## src/core/lhs_pkg.sv

```systemverilog
/*
 * Constants for the LIN slave sync detector: register map, field
 * positions, reset values and clock-rate counts.
 * Assumes a 25 MHz system clock; slower rates are derived as enables.
 */
package lhs_pkg;
   // Clock rates
   localparam int SYS_HZ = 25_000_000;
   localparam int SYNC_HZ = 5_000_000;
   localparam int LPOSC_HZ = 131_072;
   localparam int SYNC_DIV = SYS_HZ / SYNC_HZ;
   localparam int LP_DIV = SYS_HZ / LPOSC_HZ;

   // Register byte addresses
   localparam logic [31:0] ADDR_STATUS = 32'hffff0780;
   localparam logic [31:0] ADDR_CTRL = 32'hffff0784;
   localparam logic [31:0] ADDR_EDGE = 32'hffff0788;
   localparam logic [31:0] ADDR_SYNC_TMR = 32'hffff078c;
   localparam logic [31:0] ADDR_BRK_TMR = 32'hffff0790;
   localparam logic [31:0] ADDR_SYNC_CMP = 32'hffff0794;
   localparam logic [31:0] ADDR_BRK_CMP = 32'hffff0798;
   localparam logic [31:0] ADDR_IRQ_MASK = 32'hffff079c;
   localparam logic [31:0] ADDR_IRQ_STAT = 32'hffff07a0;
   localparam logic [31:0] ADDR_BAUD = 32'hffff07a4;

   // Status bit positions
   localparam int ST_BREAK = 0;
   localparam int ST_START = 1;
   localparam int ST_STOP = 2;
   localparam int ST_CMP = 3;
   localparam int ST_BRK_ERR = 4;
   localparam int ST_RST_DONE = 5;
   localparam int ST_RISE = 6;
   localparam int ST_W = 7;

   // Control bit positions
   localparam int CT_EN = 0;
   localparam int CT_RST = 1;
   localparam int CT_BSD = 2;
   localparam int CT_RISE_IRQ = 12;
   localparam int CT_W = 13;

   // Field widths and reset values
   localparam int SYNC_W = 16;
   localparam int BRK_W = 12;
   localparam int EDGE_W = 4;
   localparam int BAUD_SHIFT = 3;
   localparam logic [ST_W-1:0] STATUS_RST = 7'h00;
   localparam logic [CT_W-1:0] CTRL_RST = 13'h0000;
   localparam logic [2*EDGE_W-1:0] EDGE_RST = 8'h51;
   localparam logic [BRK_W-1:0] BRK_CMP_RST = 12'h5a0;
   localparam logic [SYNC_W-1:0] SYNC_CMP_RST = 16'hffff;

   // AXI responses
   localparam logic [1:0] RESP_OK = 2'h0;
   localparam logic [1:0] RESP_SLVERR = 2'h2;

   // Frame tracking states
   typedef enum logic [3:0] {
      LHS_IDLE = 4'h1,
      LHS_BRKEND = 4'h2,
      LHS_WAITSTART = 4'h4,
      LHS_MEAS = 4'h8
   } lhs_state_t;
endpackage

```

## src/core/lhs_sync2.sv

```systemverilog
/*
 * Two-flop synchroniser for one asynchronous level.
 * Assumes the input is a pin with no relation to clk.
 */
`timescale 1ns/1ps
module lhs_sync2 (
   // Clock and reset
   input wire logic clk,
   input wire logic rst_n,
   // Level
   input wire logic din,
   output logic dout
);
   logic meta_q;

   // Idle LIN bus is recessive, hence the reset value of one
   always_ff @(posedge clk or negedge rst_n) begin
      if (!rst_n) begin
         meta_q <= 1'b1;
         dout <= 1'b1;
      end else begin
         meta_q <= din;
         dout <= meta_q;
      end
   end
endmodule

```

## src/core/lhs_tick_div.sv

```systemverilog
/*
 * Divider giving a one-cycle enable pulse every DIV clocks.
 * Assumes DIV of at least 2 and at most 256.
 */
`timescale 1ns/1ps
module lhs_tick_div #(
   parameter int DIV = 5
) (
   // Clock and reset
   input wire logic clk,
   input wire logic rst_n,
   // Enable pulse
   output logic tick
);
   logic [7:0] cnt_q;

   always_ff @(posedge clk or negedge rst_n) begin
      if (!rst_n) begin
         cnt_q <= 8'h00;
         tick <= 1'b0;
      end else if (cnt_q == 8'(DIV - 1)) begin
         cnt_q <= 8'h00;
         tick <= 1'b1;
      end else begin
         cnt_q <= cnt_q + 8'h01;
         tick <= 1'b0;
      end
   end
endmodule

```

## src/core/lhs_top.sv

```systemverilog
/*
 * LIN slave hardware sync detector: break timer, sync byte timer,
 * read-clear status, interrupt status/mask, AXI4-Lite slave.
 * Assumes lin_rx comes straight from the transceiver pin.
 */
// The AXI4-Lite interface to the registers is this design's own decision.
// Notes on behaviour
// (RULE1) Slave only; timers cover bit rates from 1 to 20 kilobaud.
// (RULE2) Break timer steps on the low-power oscillator rate only.
// (RULE3) Sync byte timer steps on a 5 MHz enable.
// (RULE4) Sixteen-bit sync timer, run as main control configures it.
// (RULE5) Edge select register picks the start and stop falling edges.
// (RULE6) Main control and edge select together set the LIN setup.
// (RULE7) Status bit 0 sets when break timer hits break compare.
// (RULE8) Status bit 1 sets on the start condition.
// (RULE9) Status bit 2 sets on the stop condition.
// (RULE10) Status bit 3 sets when sync timer equals sync compare.
// (RULE11) Break timer overflow sets bit 4 and raises the interrupt.
// (RULE12) Status bit 5 sets when a reset command has completed.
// (RULE13) Status bit 6 sets on rising edges in bit-serial mode only.
// (RULE14) Reading the status register clears all its flags.
// (RULE15) Status bits 31 to 7 read as zero.
// (RULE16) Control bit 12 enables rise irq in LIN, disables in serial.
// (RULE17) Master sends a long break and then the sync byte.
// (RULE18) Measured sync count sets the receive baud divisor.
`timescale 1ns/1ps
module lhs_top (
   // Clock and reset
   input wire logic clk,
   input wire logic rst_n,
   // AXI4-Lite write
   input wire logic [31:0] s_axi_awaddr,
   input wire logic s_axi_awvalid,
   output logic s_axi_awready,
   input wire logic [31:0] s_axi_wdata,
   input wire logic [3:0] s_axi_wstrb,
   input wire logic s_axi_wvalid,
   output logic s_axi_wready,
   output logic [1:0] s_axi_bresp,
   output logic s_axi_bvalid,
   input wire logic s_axi_bready,
   // AXI4-Lite read
   input wire logic [31:0] s_axi_araddr,
   input wire logic s_axi_arvalid,
   output logic s_axi_arready,
   output logic [31:0] s_axi_rdata,
   output logic [1:0] s_axi_rresp,
   output logic s_axi_rvalid,
   input wire logic s_axi_rready,
   // LIN pin
   input wire logic lin_rx,
   // To UART and CPU
   output logic [lhs_pkg::SYNC_W-1:0] baud_div_q,
   output logic irq
);
   logic rx_s, rx_prev_q, fall, rise;
   logic sync_tick, lp_tick;
   logic [lhs_pkg::CT_W-1:0] ctrl_q;
   logic [2*lhs_pkg::EDGE_W-1:0] edge_q;
   logic [lhs_pkg::BRK_W-1:0] brk_cmp_q, brk_tmr_q;
   logic [lhs_pkg::SYNC_W-1:0] sync_cmp_q, sync_tmr_q;
   logic [lhs_pkg::ST_W-1:0] status_q, irq_stat_q, mask_q, ev;
   logic [lhs_pkg::EDGE_W-1:0] fall_cnt_q;
   logic rst_pend_q, rst_done_q;
   lhs_pkg::lhs_state_t state_q;
   logic en, bit_serial_mode, rise_irq_en;
   logic [31:0] awaddr_q, wdata_q, rd_d;
   logic [3:0] wstrb_q;
   logic aw_full_q, w_full_q, do_wr, do_rd, rd_status;
   logic rd_sta_q, wr_rst;
   logic [1:0] rresp_d;

   lhs_sync2 u_rx_sync (
      .clk(clk),
      .rst_n(rst_n),
      .din(lin_rx),
      .dout(rx_s)
   );

   // [RULE3]
   lhs_tick_div #(.DIV(lhs_pkg::SYNC_DIV)) u_sync_div (
      .clk(clk),
      .rst_n(rst_n),
      .tick(sync_tick)
   );

   // [RULE2]
   lhs_tick_div #(.DIV(lhs_pkg::LP_DIV)) u_lp_div (
      .clk(clk),
      .rst_n(rst_n),
      .tick(lp_tick)
   );

   always_ff @(posedge clk or negedge rst_n) begin
      if (!rst_n) begin
         rx_prev_q <= 1'b1;
      end else begin
         rx_prev_q <= rx_s;
      end
   end

   assign fall = rx_prev_q & ~rx_s;
   assign rise = ~rx_prev_q & rx_s;
   assign en = ctrl_q[lhs_pkg::CT_EN]; // [RULE6]
   assign bit_serial_mode = ctrl_q[lhs_pkg::CT_BSD];
   // Same bit, opposite sense per mode
   assign rise_irq_en = bit_serial_mode ? ~ctrl_q[lhs_pkg::CT_RISE_IRQ]
                            : ctrl_q[lhs_pkg::CT_RISE_IRQ]; // [RULE16]

   // Events of this cycle
   always_comb begin
      ev = '0;
      if (en && !rst_pend_q) begin
         ev[lhs_pkg::ST_BREAK] = (state_q == lhs_pkg::LHS_IDLE) && !bit_serial_mode
            && lp_tick && !rx_s
            && (brk_tmr_q + 12'h001 == brk_cmp_q); // [RULE7]
         ev[lhs_pkg::ST_BRK_ERR] = (state_q != lhs_pkg::LHS_MEAS)
            && !bit_serial_mode && lp_tick && !rx_s
            && (brk_tmr_q == 12'hfff); // [RULE11]
         ev[lhs_pkg::ST_START] = (state_q == lhs_pkg::LHS_WAITSTART)
            && fall
            && (fall_cnt_q + 4'h1 == edge_q[3:0]); // [RULE8] [RULE5]
         ev[lhs_pkg::ST_STOP] = (state_q == lhs_pkg::LHS_MEAS) && fall
            && (fall_cnt_q + 4'h1 == edge_q[7:4]); // [RULE9] [RULE5]
         ev[lhs_pkg::ST_CMP] = (state_q == lhs_pkg::LHS_MEAS)
            && sync_tick
            && (sync_tmr_q + 16'h0001 == sync_cmp_q); // [RULE10]
         ev[lhs_pkg::ST_RISE] = bit_serial_mode && rise; // [RULE13]
      end
      ev[lhs_pkg::ST_RST_DONE] = rst_done_q; // [RULE12]
   end

   // Frame tracking
   always_ff @(posedge clk or negedge rst_n) begin
      if (!rst_n) begin
         state_q <= lhs_pkg::LHS_IDLE;
      end else if (rst_pend_q || !en || bit_serial_mode) begin
         state_q <= lhs_pkg::LHS_IDLE;
      end else begin
         unique case (state_q)
            lhs_pkg::LHS_IDLE: begin
               if (ev[lhs_pkg::ST_BREAK]) begin
                  state_q <= lhs_pkg::LHS_BRKEND;
               end
            end
            lhs_pkg::LHS_BRKEND: begin
               if (ev[lhs_pkg::ST_BRK_ERR]) begin
                  state_q <= lhs_pkg::LHS_IDLE;
               end else if (rise) begin
                  state_q <= lhs_pkg::LHS_WAITSTART;
               end
            end
            lhs_pkg::LHS_WAITSTART: begin
               if (ev[lhs_pkg::ST_START]) begin
                  state_q <= lhs_pkg::LHS_MEAS;
               end
            end
            lhs_pkg::LHS_MEAS: begin
               if (ev[lhs_pkg::ST_STOP]) begin
                  state_q <= lhs_pkg::LHS_IDLE;
               end
            end
         endcase
      end
   end

   // Break timer counts low time; cleared by any high level
   always_ff @(posedge clk or negedge rst_n) begin
      if (!rst_n) begin
         brk_tmr_q <= '0;
      end else if (rst_pend_q || rx_s || !en || bit_serial_mode) begin
         brk_tmr_q <= '0;
      end else if (lp_tick) begin
         brk_tmr_q <= brk_tmr_q + 12'h001; // [RULE2] [RULE11]
      end
   end

   // Falling edges since end of break, start edge included
   always_ff @(posedge clk or negedge rst_n) begin
      if (!rst_n) begin
         fall_cnt_q <= '0;
      end else if (state_q == lhs_pkg::LHS_BRKEND || rst_pend_q) begin
         fall_cnt_q <= '0;
      end else if (fall) begin
         fall_cnt_q <= fall_cnt_q + 4'h1;
      end
   end

   // Sync byte timer; 16 bits at 5 MHz spans a 1 kilobaud sync byte
   always_ff @(posedge clk or negedge rst_n) begin
      if (!rst_n) begin
         sync_tmr_q <= '0;
      end else if (ev[lhs_pkg::ST_START] || rst_pend_q) begin
         sync_tmr_q <= '0; // [RULE4] [RULE1]
      end else if (state_q == lhs_pkg::LHS_MEAS && sync_tick) begin
         sync_tmr_q <= sync_tmr_q + 16'h0001; // [RULE3]
      end
   end

   // Baud divisor assumes the default eight-bit span between edges
   always_ff @(posedge clk or negedge rst_n) begin
      if (!rst_n) begin
         baud_div_q <= '0;
      end else if (ev[lhs_pkg::ST_STOP]) begin
         baud_div_q <= sync_tmr_q >> lhs_pkg::BAUD_SHIFT; // [RULE18]
      end
   end

   // Reset command: one cycle to clear, completion flag next
   always_ff @(posedge clk or negedge rst_n) begin
      if (!rst_n) begin
         rst_pend_q <= 1'b0;
         rst_done_q <= 1'b0;
      end else begin
         rst_pend_q <= wr_rst;
         rst_done_q <= rst_pend_q; // [RULE12]
      end
   end

   // Status: set wins over the read clear
   always_ff @(posedge clk or negedge rst_n) begin
      if (!rst_n) begin
         status_q <= lhs_pkg::STATUS_RST;
      end else if (rd_status) begin
         status_q <= ev; // [RULE14]
      end else begin
         status_q <= status_q | ev;
      end
   end

   // Interrupt status: write one to clear; set wins
   always_ff @(posedge clk or negedge rst_n) begin
      if (!rst_n) begin
         irq_stat_q <= '0;
      end else begin
         irq_stat_q <= (irq_stat_q
            & ~((do_wr && awaddr_q == lhs_pkg::ADDR_IRQ_STAT)
                ? wdata_q[lhs_pkg::ST_W-1:0] : 7'h00))
            | (ev & {rise_irq_en | ~rise, 6'h3f}); // [RULE16]
      end
   end

   always_ff @(posedge clk or negedge rst_n) begin
      if (!rst_n) begin
         irq <= 1'b0;
      end else begin
         irq <= |(irq_stat_q & mask_q); // [RULE11]
      end
   end

   // AXI write path: address and data taken in either order
   assign do_wr = aw_full_q && w_full_q && !s_axi_bvalid;
   assign wr_rst = do_wr && awaddr_q == lhs_pkg::ADDR_CTRL
      && wstrb_q[0] && wdata_q[lhs_pkg::CT_RST];

   always_ff @(posedge clk or negedge rst_n) begin
      if (!rst_n) begin
         aw_full_q <= 1'b0;
         awaddr_q <= '0;
         s_axi_awready <= 1'b1;
      end else if (s_axi_awvalid && s_axi_awready) begin
         aw_full_q <= 1'b1;
         awaddr_q <= s_axi_awaddr;
         s_axi_awready <= 1'b0;
      end else if (s_axi_bvalid && s_axi_bready) begin
         aw_full_q <= 1'b0;
         s_axi_awready <= 1'b1;
      end
   end

   always_ff @(posedge clk or negedge rst_n) begin
      if (!rst_n) begin
         w_full_q <= 1'b0;
         wdata_q <= '0;
         wstrb_q <= '0;
         s_axi_wready <= 1'b1;
      end else if (s_axi_wvalid && s_axi_wready) begin
         w_full_q <= 1'b1;
         wdata_q <= s_axi_wdata;
         wstrb_q <= s_axi_wstrb;
         s_axi_wready <= 1'b0;
      end else if (s_axi_bvalid && s_axi_bready) begin
         w_full_q <= 1'b0;
         s_axi_wready <= 1'b1;
      end
   end

   always_ff @(posedge clk or negedge rst_n) begin
      if (!rst_n) begin
         s_axi_bvalid <= 1'b0;
         s_axi_bresp <= lhs_pkg::RESP_OK;
      end else if (do_wr) begin
         s_axi_bvalid <= 1'b1;
         unique case (awaddr_q)
            lhs_pkg::ADDR_STATUS, lhs_pkg::ADDR_CTRL, lhs_pkg::ADDR_EDGE,
            lhs_pkg::ADDR_SYNC_TMR, lhs_pkg::ADDR_BRK_TMR,
            lhs_pkg::ADDR_SYNC_CMP, lhs_pkg::ADDR_BRK_CMP,
            lhs_pkg::ADDR_IRQ_MASK, lhs_pkg::ADDR_IRQ_STAT,
            lhs_pkg::ADDR_BAUD: s_axi_bresp <= lhs_pkg::RESP_OK;
            default: s_axi_bresp <= lhs_pkg::RESP_SLVERR;
         endcase
      end else if (s_axi_bready) begin
         s_axi_bvalid <= 1'b0;
      end
   end

   // Writable registers; byte lane 0 and 1 cover all used bits
   always_ff @(posedge clk or negedge rst_n) begin
      if (!rst_n) begin
         ctrl_q <= lhs_pkg::CTRL_RST;
         edge_q <= lhs_pkg::EDGE_RST;
         brk_cmp_q <= lhs_pkg::BRK_CMP_RST;
         sync_cmp_q <= lhs_pkg::SYNC_CMP_RST;
         mask_q <= '0;
      end else if (do_wr) begin
         unique case (awaddr_q)
            lhs_pkg::ADDR_CTRL: begin
               if (wstrb_q[0]) begin
                  ctrl_q[7:0] <= wdata_q[7:0] & 8'hfd; // Self clearing
               end
               if (wstrb_q[1]) begin
                  ctrl_q[12:8] <= wdata_q[12:8]; // [RULE6]
               end
            end
            lhs_pkg::ADDR_EDGE: begin
               if (wstrb_q[0]) begin
                  edge_q <= wdata_q[7:0]; // [RULE5]
               end
            end
            lhs_pkg::ADDR_BRK_CMP: begin
               if (wstrb_q[0]) begin
                  brk_cmp_q[7:0] <= wdata_q[7:0];
               end
               if (wstrb_q[1]) begin
                  brk_cmp_q[11:8] <= wdata_q[11:8];
               end
            end
            lhs_pkg::ADDR_SYNC_CMP: begin
               if (wstrb_q[0]) begin
                  sync_cmp_q[7:0] <= wdata_q[7:0];
               end
               if (wstrb_q[1]) begin
                  sync_cmp_q[15:8] <= wdata_q[15:8];
               end
            end
            lhs_pkg::ADDR_IRQ_MASK: begin
               if (wstrb_q[0]) begin
                  mask_q <= wdata_q[lhs_pkg::ST_W-1:0];
               end
            end
            default: begin
            end
         endcase
      end
   end

   // AXI read path
   assign do_rd = s_axi_arvalid && s_axi_arready;
   assign rd_status = do_rd && s_axi_araddr == lhs_pkg::ADDR_STATUS;

   always_comb begin
      rd_d = 32'h0000_0000;
      rresp_d = lhs_pkg::RESP_OK;
      unique case (s_axi_araddr)
         lhs_pkg::ADDR_STATUS: rd_d[lhs_pkg::ST_W-1:0] = status_q; // [RULE15]
         lhs_pkg::ADDR_CTRL: rd_d[lhs_pkg::CT_W-1:0] = ctrl_q;
         lhs_pkg::ADDR_EDGE: rd_d[7:0] = edge_q;
         lhs_pkg::ADDR_SYNC_TMR: rd_d[15:0] = sync_tmr_q;
         lhs_pkg::ADDR_BRK_TMR: rd_d[11:0] = brk_tmr_q;
         lhs_pkg::ADDR_SYNC_CMP: rd_d[15:0] = sync_cmp_q;
         lhs_pkg::ADDR_BRK_CMP: rd_d[11:0] = brk_cmp_q;
         lhs_pkg::ADDR_IRQ_MASK: rd_d[lhs_pkg::ST_W-1:0] = mask_q;
         lhs_pkg::ADDR_IRQ_STAT: rd_d[lhs_pkg::ST_W-1:0] = irq_stat_q;
         lhs_pkg::ADDR_BAUD: rd_d[15:0] = baud_div_q;
         default: rresp_d = lhs_pkg::RESP_SLVERR;
      endcase
   end

   always_ff @(posedge clk or negedge rst_n) begin
      if (!rst_n) begin
         s_axi_arready <= 1'b1;
         s_axi_rvalid <= 1'b0;
         s_axi_rdata <= '0;
         s_axi_rresp <= lhs_pkg::RESP_OK;
         rd_sta_q <= 1'b0;
      end else if (do_rd) begin
         s_axi_arready <= 1'b0;
         s_axi_rvalid <= 1'b1;
         s_axi_rdata <= rd_d;
         s_axi_rresp <= rresp_d;
         rd_sta_q <= rd_status;
      end else if (s_axi_rvalid && s_axi_rready) begin
         s_axi_arready <= 1'b1;
         s_axi_rvalid <= 1'b0;
      end
   end
endmodule

```

## config.mk

```make
export PLATFORM = sky130hd
export DESIGN_NAME = lhs_top
export DESIGN_NICKNAME = d
export VERILOG_FILES = /design/src/core/lhs_pkg.sv /design/src/core/lhs_sync2.sv /design/src/core/lhs_tick_div.sv /design/src/core/lhs_top.sv
export SDC_FILE = /design/constraint.sdc
export NUM_CORES = 1
export LEC_CHECK = 0
export BUFFER_PORTS_ARGS = -buffer_cell sky130_fd_sc_hd__buf_2
export CAP_MARGIN = 0
export CORE_ASPECT_RATIO = 1.5
export CORE_MARGIN = 2
export CORE_UTILIZATION = 35
export DETAILED_ROUTE_END_ITERATION = 16
export GPL_TIMING_DRIVEN = 0
export SKIP_LAST_GASP = 1
export SYNTH_ARGS = -nofsm -noshare
export SYNTH_HDL_FRONTEND = slang
export SYNTH_SLANG_ARGS = --single-unit
```

## constraint.sdc

```tcl
create_clock -name clk -period 2.2 [get_ports clk]
set_input_delay 0.11 -clock clk [delete_from_list [all_inputs] [get_ports clk]]
set_output_delay 0.11 -clock clk [all_outputs]
set_load 0.05 [all_outputs]
```

==> flow_summary.toml, run 1 <==
[power_and_ir_drop]
combinational_power_share_pct = 15.5
seq_power_share_pct = 48.0
internal_power_uw = 7785
net-switching-power_uw = 2997
sw_frac_of_total_pct = 27.80
p_per_area_nw_per_um2 = 750.5
clockPowerShare_pct = 36.5
worst_ir_drop_vdd_uv = 640.5
cellLeakagePower_uw = 0.006471

[clock_tree]
clkSinkCount = 217
clock_insertion_delay_worst_skew_ns = 0.52
tritoncts = "built"
clock_path_buffers = 3
htree_levels = 1
tritoncts.num_buffers = 23
root_buffer = "sky130_fd_sc_hd__clkbuf_16"
clk_transition_reported_paths_ns = 0.06

[timing]
timing.slew.headroom_pct = 46.82
timing.final.setup_violations = 63
min_period_over_period_pct = 111.5
hold_viol_final = 0
fin_worst_skew_ns = 0.01287
report.final.slew_viol_count = 0
timing_worst_slew_pin_value_ns = 0.7978
final.min_clock_period_ns = 2.453
totalNegativeSetupSlack_ns = -11.76
setup_slack_ns = -0.2526
grt_setup_unrepaired = "true"
holdWs_ns = 0.1861
achievable_frequency_mhz = 407.7

[final_layout]
nets = 1352
drive_above_1_share_pct = 39.35
antennaDiodeCount = 0
area_growth_synth_to_finish_pct = 31.25
fin_cells = 1658
postLayoutCellArea_sq_um = 14370

[global_routing]
initial_antenna_violation_count = 0
maximum_number_of_pins_on_one_net_before_global_route_repair = 116
grt_pass1_wl_mm = 47.93
first_global_vias = 8447
grt_util_all_layers_pct = 18.92
residual_overflow_from_global_routing = 0

[route]
drt_first_iter_violations = 513
drt-total-wl_mm = 31.77
drt-met1-wl_mm = 11.91
drtPass1Iterations = 5
antenna_left = 0
routed_via_density = 5.186
residual_drc = 0
vias = 8598
top_signal_layer_used = "met4"
met3RoutedLength_mm = 1.316
wl_met2_mm = 17.00
wl_per_cell_um = 19.16

[status]
status = "finished, violations left"
violations_in_the_final_reports = "setup timing"

[synth]
synth.area.mux_share_pct = 14.56
combined_area_of_all_synthesized_cells_sq_um = 10950
synth_ff_type = "sky130_fd_sc_hd__dfrtp_1"
post_synth_fa_ha_maj_area_fraction_pct = 0.8001
synth_compound_gate_area_share_pct = 8.195
synth.ff_latch_count = 217
synth_async_sr_flop_share_pct = 100.0
post_synth_xor_area_fraction_pct = 6.606
yosysSeqAreaShare_pct = 49.95
synthSimpleGateAreaFrac_pct = 16.16
synth_enable_flop_cells = 0
synth.distinct_cells = 72
syn_avg_cell_area_sq_um = 11.27
synth_cells = 971
largest_family_of_logic_cells_by_synthesized_area = "simple AND/OR/NAND/NOR gates"
yosys_warnings = 0

[floorplan]
core-area_sq_um = 30940
initial_utilization_pct = 35.38
row_count = 79
die_width_um = 148.4
die_area_sq_um = 32740
design.portCount = 166
chipHeight_um = 220.6

[placement]
post-place-ws_ns = -1.068
dpl.hpwl_mm = 22.62
place_inst = 1521
gpl.final_weighted_congestion = 0.8870
area_post_placement_sq_um = 12210
io_buffers = 123

[worst_setup_path]
crit_family = "simple AND/OR/NAND/NOR gates"
capturing_element_type_of_the_critical_path = "flip-flop"
crit_required_ns = 2.60
crit_buf_inv = 1
critical_path.cell_chain = "nand4_1 -> or3_4 -> or4_4 -> nor3b_4 -> nand2_4 -> nor2_4 -> buf_12 -> mux2_4"
data_arrival_time_at_the_worst_slack_endpoint_ns = 2.85
critical_path.max_stage_delay_ns = 0.54
path_class = "flip-flop to flip-flop"
timing.critical_path.from_type = "flip-flop"
critical_path.max_fanout = 8
worst_path_max_delay_cell = "sky130_fd_sc_hd__or4_4"

[min_path]
hold_class = "primary input to flip-flop"

[flow_run]
max_cap_viol_count = 0
-- cell type report --
type                       count  area, sq um
clock buffer                  32        629.4
clock inverter                 9        123.9
fill                        2864        16570
tap                          405        506.7
sequential                   217         5490
buffer                        53        332.8
multi-input combinational    691         5518
timing repair buffer         233         1699
inverter                      18        67.56
-- power by group through the flow --
stage / logic (uW) / clock network, uW / registers [uW]
after floorplan: 1060 / 0 / 5050
after global placement: 1470 / 0 / 5200
after detailed placement: 1510 / 0 / 5220
after CTS: 1650 / 4030 / 5170
after global routing: 1820 / 4210 / 5250
final: 1670 / 3940 / 5170
-- worst reg2reg max path, cell delays in order, from the launching register on --
cell                      delay, ns
sky130_fd_sc_hd__dfrtp_1       0.35
sky130_fd_sc_hd__nand4_1       0.10
sky130_fd_sc_hd__or3_4         0.40
sky130_fd_sc_hd__or4_4         0.54
sky130_fd_sc_hd__nor3b_4       0.25
sky130_fd_sc_hd__nand2_4       0.11
sky130_fd_sc_hd__nor2_4        0.12
sky130_fd_sc_hd__buf_12        0.15
sky130_fd_sc_hd__mux2_4        0.31
-- Yosys cell counts (14+ instances only) --
cell                       number  share of area [%]
sky130_fd_sc_hd__dfrtp_1      187                 43
sky130_fd_sc_hd__xnor2_1       43                3.4
sky130_fd_sc_hd__nor2_1        73                2.5
sky130_fd_sc_hd__clkbuf_1      29               0.99
sky130_fd_sc_hd__nand4_1       22                1.3
sky130_fd_sc_hd__dfstp_2       30                7.2
sky130_fd_sc_hd__xor2_1        37                3.0
sky130_fd_sc_hd__o21ai_0       23                1.1
sky130_fd_sc_hd__nand2_1       80                2.7
sky130_fd_sc_hd__buf_4         22                1.5
sky130_fd_sc_hd__inv_1         18               0.62
sky130_fd_sc_hd__nand3_1       32                1.5
sky130_fd_sc_hd__and3_1        14               0.80
sky130_fd_sc_hd__mux2_2       130                 13
-- metrics by stage --
stage          power (uW)  util, %
2_1_floorplan        6118        -
3_3_place_gp         6667    39.31
3_5_place_dp         6729    39.46
4_1_cts             10850    45.40
5_1_grt             11280    46.44
6_report            10780    46.44
-- per-layer routing --
layer | up-vias | global-route usage, %
li1 | 3995 | -
met1 | 4279 | 21.44
met2 | 258 | 35.65
met3 | 66 | 1.670
met4 | 0 | 8.984
met5 | - | 0
-- layout by cell type, fill, tap and decap left out, types with 5 or more instances in the layout --
cell,n
sky130_fd_sc_hd__buf_2,126
sky130_fd_sc_hd__a21o_1,10
sky130_fd_sc_hd__xor2_1,36
sky130_fd_sc_hd__o21ai_0,21
sky130_fd_sc_hd__clkbuf_16,23
sky130_fd_sc_hd__clkinv_2,5
sky130_fd_sc_hd__a222oi_1,10
sky130_fd_sc_hd__nor4_4,6
sky130_fd_sc_hd__nor2_1,71
sky130_fd_sc_hd__mux2_4,17
sky130_fd_sc_hd__dfrtp_1,169
sky130_fd_sc_hd__nor4_2,6
sky130_fd_sc_hd__nor2b_1,7
sky130_fd_sc_hd__and3_1,11
sky130_fd_sc_hd__or3_1,5
sky130_fd_sc_hd__mux2_2,113
sky130_fd_sc_hd__a22o_1,5
sky130_fd_sc_hd__conb_1,21
sky130_fd_sc_hd__buf_4,64
sky130_fd_sc_hd__buf_1,5
sky130_fd_sc_hd__a21oi_1,11
sky130_fd_sc_hd__inv_1,18
sky130_fd_sc_hd__a32oi_1,6
sky130_fd_sc_hd__dfrtp_2,18
sky130_fd_sc_hd__nand4b_1,6
sky130_fd_sc_hd__nand3_1,27
sky130_fd_sc_hd__dlygate4sd3_1,60
sky130_fd_sc_hd__a22oi_1,13
sky130_fd_sc_hd__buf_12,5
sky130_fd_sc_hd__dfstp_2,30
sky130_fd_sc_hd__xnor2_1,41
sky130_fd_sc_hd__a221oi_1,6
sky130_fd_sc_hd__nor3_1,11
sky130_fd_sc_hd__nand4_1,22
sky130_fd_sc_hd__nand2_1,76
sky130_fd_sc_hd__mux2i_1,13
sky130_fd_sc_hd__buf_6,6
sky130_fd_sc_hd__clkbuf_1,21
sky130_fd_sc_hd__ha_1,5
-- worst paths after layout --
path | startpoint | endpoint | slack, ns | cells after the start
setup / recovery | awaddr_q[20] | brk_cmp_q[6] | -0.25 | 8
max in group asynchronous | rst_n | wdata_q[13] | 0.91 | 3
setup reg to reg | awaddr_q[20] | brk_cmp_q[6] | -0.25 | 8
min in group asynchronous | rst_n | awaddr_q[9] | 0.21 | 2
hold / removal | s_axi_araddr[3] | s_axi_rdata[6] | 0.19 | 5
hold reg to reg | u_rx_sync.meta_q | u_rx_sync.dout | 0.36 | 0
-- registers in the layout, summed over array words and instances, names as in the netlist, 12 cells and up --
name / count
awaddr_q: 32
baud_div_q: 13
brk_cmp_q: 12
brk_tmr_q: 12
ctrl_q: 12
s_axi_rdata: 16
sync_cmp_q: 16
sync_tmr_q: 16
wdata_q: 16
-- cells by family after synthesis --
| kind of cell | Yosys count |
|---|---|
| AO/OA/AOI/OAI | 122 |
| XOR/XNOR | 81 |
| adder cells (fa/ha/maj) | 7 |
| buffers and inverters | 83 |
| flip-flops | 217 |
| multiplexers | 143 |
| other | 1 |
| AND/OR/NAND/NOR | 317 |
-- what timing repair did --
item                                    in CTS  in global routing
endpoints found under the setup margin     105                 98
hold endpoints to repair                   149                  0
cloned                                       0                  0
hold buffers                                60                  0
buffers inserted                            25                 23
gates resized for setup                     78                 45
pin swaps                                   19                 15
(Power assumes the default switching activity.)
==> run 2: changes to the inputs <==
--- a/config.mk
+++ b/config.mk
@@ -5,7 +5,7 @@
 export SDC_FILE = /design/constraint.sdc
 export NUM_CORES = 1
 export LEC_CHECK = 0
-export BUFFER_PORTS_ARGS = -buffer_cell sky130_fd_sc_hd__buf_2
+export BUFFER_PORTS_ARGS = -buffer_cell sky130_fd_sc_hd__clkbuf_2
 export CAP_MARGIN = 0
 export CORE_ASPECT_RATIO = 1.5
 export CORE_MARGIN = 2
==> constraint.sdc (replaced) <==
create_clock -name clk -period 2.2 [get_ports clk]
set_input_delay 0.11 -clock clk [delete_from_list [all_inputs] [get_ports clk]]
set_output_delay 0.11 -clock clk [all_outputs]
set_load 0.1 [all_outputs]
==> run 2 against run 1 <==
Net effect: maximum frequency decreased by 3.5%; final area grew 0.85%; clock skew rose by 0.0042 ns; count of clock-buffer cells in the layout did not move; final cell count grew 0.12%; the flow still finishes with violations (setup timing); global-route usage grew 0.70 points; worst hold slack got worse by 0.11 ns; total power is 3.2% higher.
==> flow_summary.toml, run 2 (synthesis results as in run 1) <==
[floorplan]
design.portCount = 166
row_count = 79
core-area_sq_um = 30940
die_area_sq_um = 32740
die_width_um = 148.4
chipHeight_um = 220.6
initial_utilization_pct = 35.38

[route]
wl_per_cell_um = 19.25
vias = 8591
drt_first_iter_violations = 469
wl_met2_mm = 17.17
met3RoutedLength_mm = 1.340
drt-total-wl_mm = 31.96
drt-met1-wl_mm = 11.80
residual_drc = 0
antenna_left = 0
top_signal_layer_used = "met4"
routed_via_density = 5.175
drtPass1Iterations = 9

[worst_setup_path]
timing.critical_path.from_type = "flip-flop"
path_class = "flip-flop to flip-flop"
capturing_element_type_of_the_critical_path = "flip-flop"
critical_path.max_fanout = 8
crit_family = "simple AND/OR/NAND/NOR gates"
reg2reg_slack_ns = -0.34
worst_path_max_delay_cell = "sky130_fd_sc_hd__or4_4"
crit_buf_inv = 1
critical_path.max_stage_delay_ns = 0.59
data_arrival_time_at_the_worst_slack_endpoint_ns = 2.94
cp_num_cells = 8
critical_path.cell_chain = "nor4_2 -> nand3_1 -> or4_4 -> nor3b_4 -> nand2_4 -> nor2_4 -> buf_12 -> mux2_4"
crit_required_ns = 2.60
source_of_the_worst_register_to_register_timing_path = "awaddr_q[13]"
worst-r2r-cell-count = 8
crit_path_start = "awaddr_q[13]"
worst_r2r_endpoint = "brk_cmp_q[4]"

[final_layout]
antennaDiodeCount = 0
final_core_util_pct = 46.84
nets = 1353
largest_register_ff_count = 32
mostFrequentLayoutCell = "sky130_fd_sc_hd__dfrtp_1"
max_flop_register = "awaddr_q"
final_cell_mix = "sky130_fd_sc_hd__dfrtp_1 (170), sky130_fd_sc_hd__clkbuf_2 (123), sky130_fd_sc_hd__mux2_2 (117)"
drive_above_1_share_pct = 39.44
area_growth_synth_to_finish_pct = 32.37
postLayoutCellArea_sq_um = 14490
layout.filler_cells = 2796

[power_and_ir_drop]
worst_ir_drop_vdd_uv = 812.9
cellLeakagePower_uw = 0.006510
p_per_area_nw_per_um2 = 768.1
totalPowerFinal_uw = 11130

[placement]
gpl.final_weighted_congestion = 0.9060
io_buffers = 123
dpl.hpwl_mm = 22.94
area_post_placement_sq_um = 12240

[flow_run]
max_cap_viol_count = 0

[timing]
timing_worst_slew_pin_value_ns = 0.8783
grt_setup_unrepaired = "true"
holdWs_ns = 0.08044
achievable_frequency_mhz = 393.6
timing.final.setup_violations = 66
final.min_clock_period_ns = 2.540
totalNegativeSetupSlack_ns = -14.94
min_period_over_period_pct = 115.5
fin_worst_skew_ns = 0.01705
timing.slew.headroom_pct = 41.30
hold_viol_final = 0
setup_slack_ns = -0.3404
report.final.slew_viol_count = 0

[min_path]
hold_class = "primary input to async pin"

[global_routing]
initial_antenna_violation_count = 0
residual_overflow_from_global_routing = 0
maximum_number_of_pins_on_one_net_before_global_route_repair = 100
grt_util_all_layers_pct = 19.62
first_global_vias = 8914
grt_pass1_wl_mm = 49.61

[clock_tree]
root_buffer = "sky130_fd_sc_hd__clkbuf_16"
clk_transition_reported_paths_ns = 0.06
clock_path_buffers = 3
tritoncts.num_buffers = 23
clkSinkCount = 217
clock_insertion_delay_worst_skew_ns = 0.53
htree_levels = 1
tritoncts = "built"

[status]
status = "finished, violations left"
violations_in_the_final_reports = "setup timing"
run 2: cell types whose count changed in the layout (fill, tap and decap cells not counted), moves of 3 or more:
| cell | delta |
|---|---|
| sky130_fd_sc_hd__buf_2 | -120 |
| sky130_fd_sc_hd__clkbuf_8 | +4 |
| sky130_fd_sc_hd__mux2_4 | -4 |
| sky130_fd_sc_hd__nor3_1 | -3 |
| sky130_fd_sc_hd__buf_4 | -7 |
| sky130_fd_sc_hd__clkbuf_2 | +122 |
| sky130_fd_sc_hd__a2111oi_2 | -3 |
| sky130_fd_sc_hd__mux2_2 | +4 |
run 2: report_power, final:
| part | switching [uW] | internal, uW | leakage (uW) |
|---|---|---|---|
| Sequential | 618 | 4570 | 0.00272 |
| Clock | 1630 | 2450 | 0.000395 |
| Combinational | 990 | 882 | 0.00340 |
run 2: area by class of cell:
cell class	instances	area (sq um)	area share (%)
multi-input cells	691	5565	38.41
flip-flops and latches	217	5489	37.88
repair buffers	232	1722	11.88
clock buffers	32	659.4	4.551
well taps	405	506.7	3.497
plain buffers	55	347.8	2.400
clock inverters	10	132.6	0.9153
inverters	18	67.56	0.4663
run 2: timing repair:
action | CTS | global route
endpoints found under the setup margin | 104 | 105
endpoints found under the hold margin | 188 | 0
setup buffers | 37 | 9
pin swaps | 25 | 16
gates resized for setup | 86 | 38
hold buffers | 60 | 0
run 2: per-stage QoR:
| stage | setup WS [ns] | std cells |
|---|---|---|
| 5_1_grt | -0.4341 | 1660 |
| 3_3_place_gp | -3.680 | 1519 |
| 2_1_floorplan | -0.1214 | 991 |
| 4_1_cts | -0.3137 | 1651 |
| 6_report | -0.3404 | 1660 |
| 3_5_place_dp | -0.9875 | 1522 |
run 2: worst max-delay path by stage:
| stage | to | slack, ns |
|---|---|---|
| after floorplan | brk_cmp_q[11] | -0.12 |
| after global placement | s_axi_bvalid | -3.68 |
| after detailed placement | s_axi_rdata[5] | -0.99 |
| after CTS | brk_cmp_q[4] | -0.31 |
| after global routing | mask_q[3] | -0.43 |
| final | brk_cmp_q[4] | -0.34 |
run 2: metal layers:
layer  track usage, %  vias to the layer above
met2            37.02                      248
li1                 -                     3979
met5                0                        -
met1            21.50                     4289
met4            9.905                        0
met3            2.412                       75
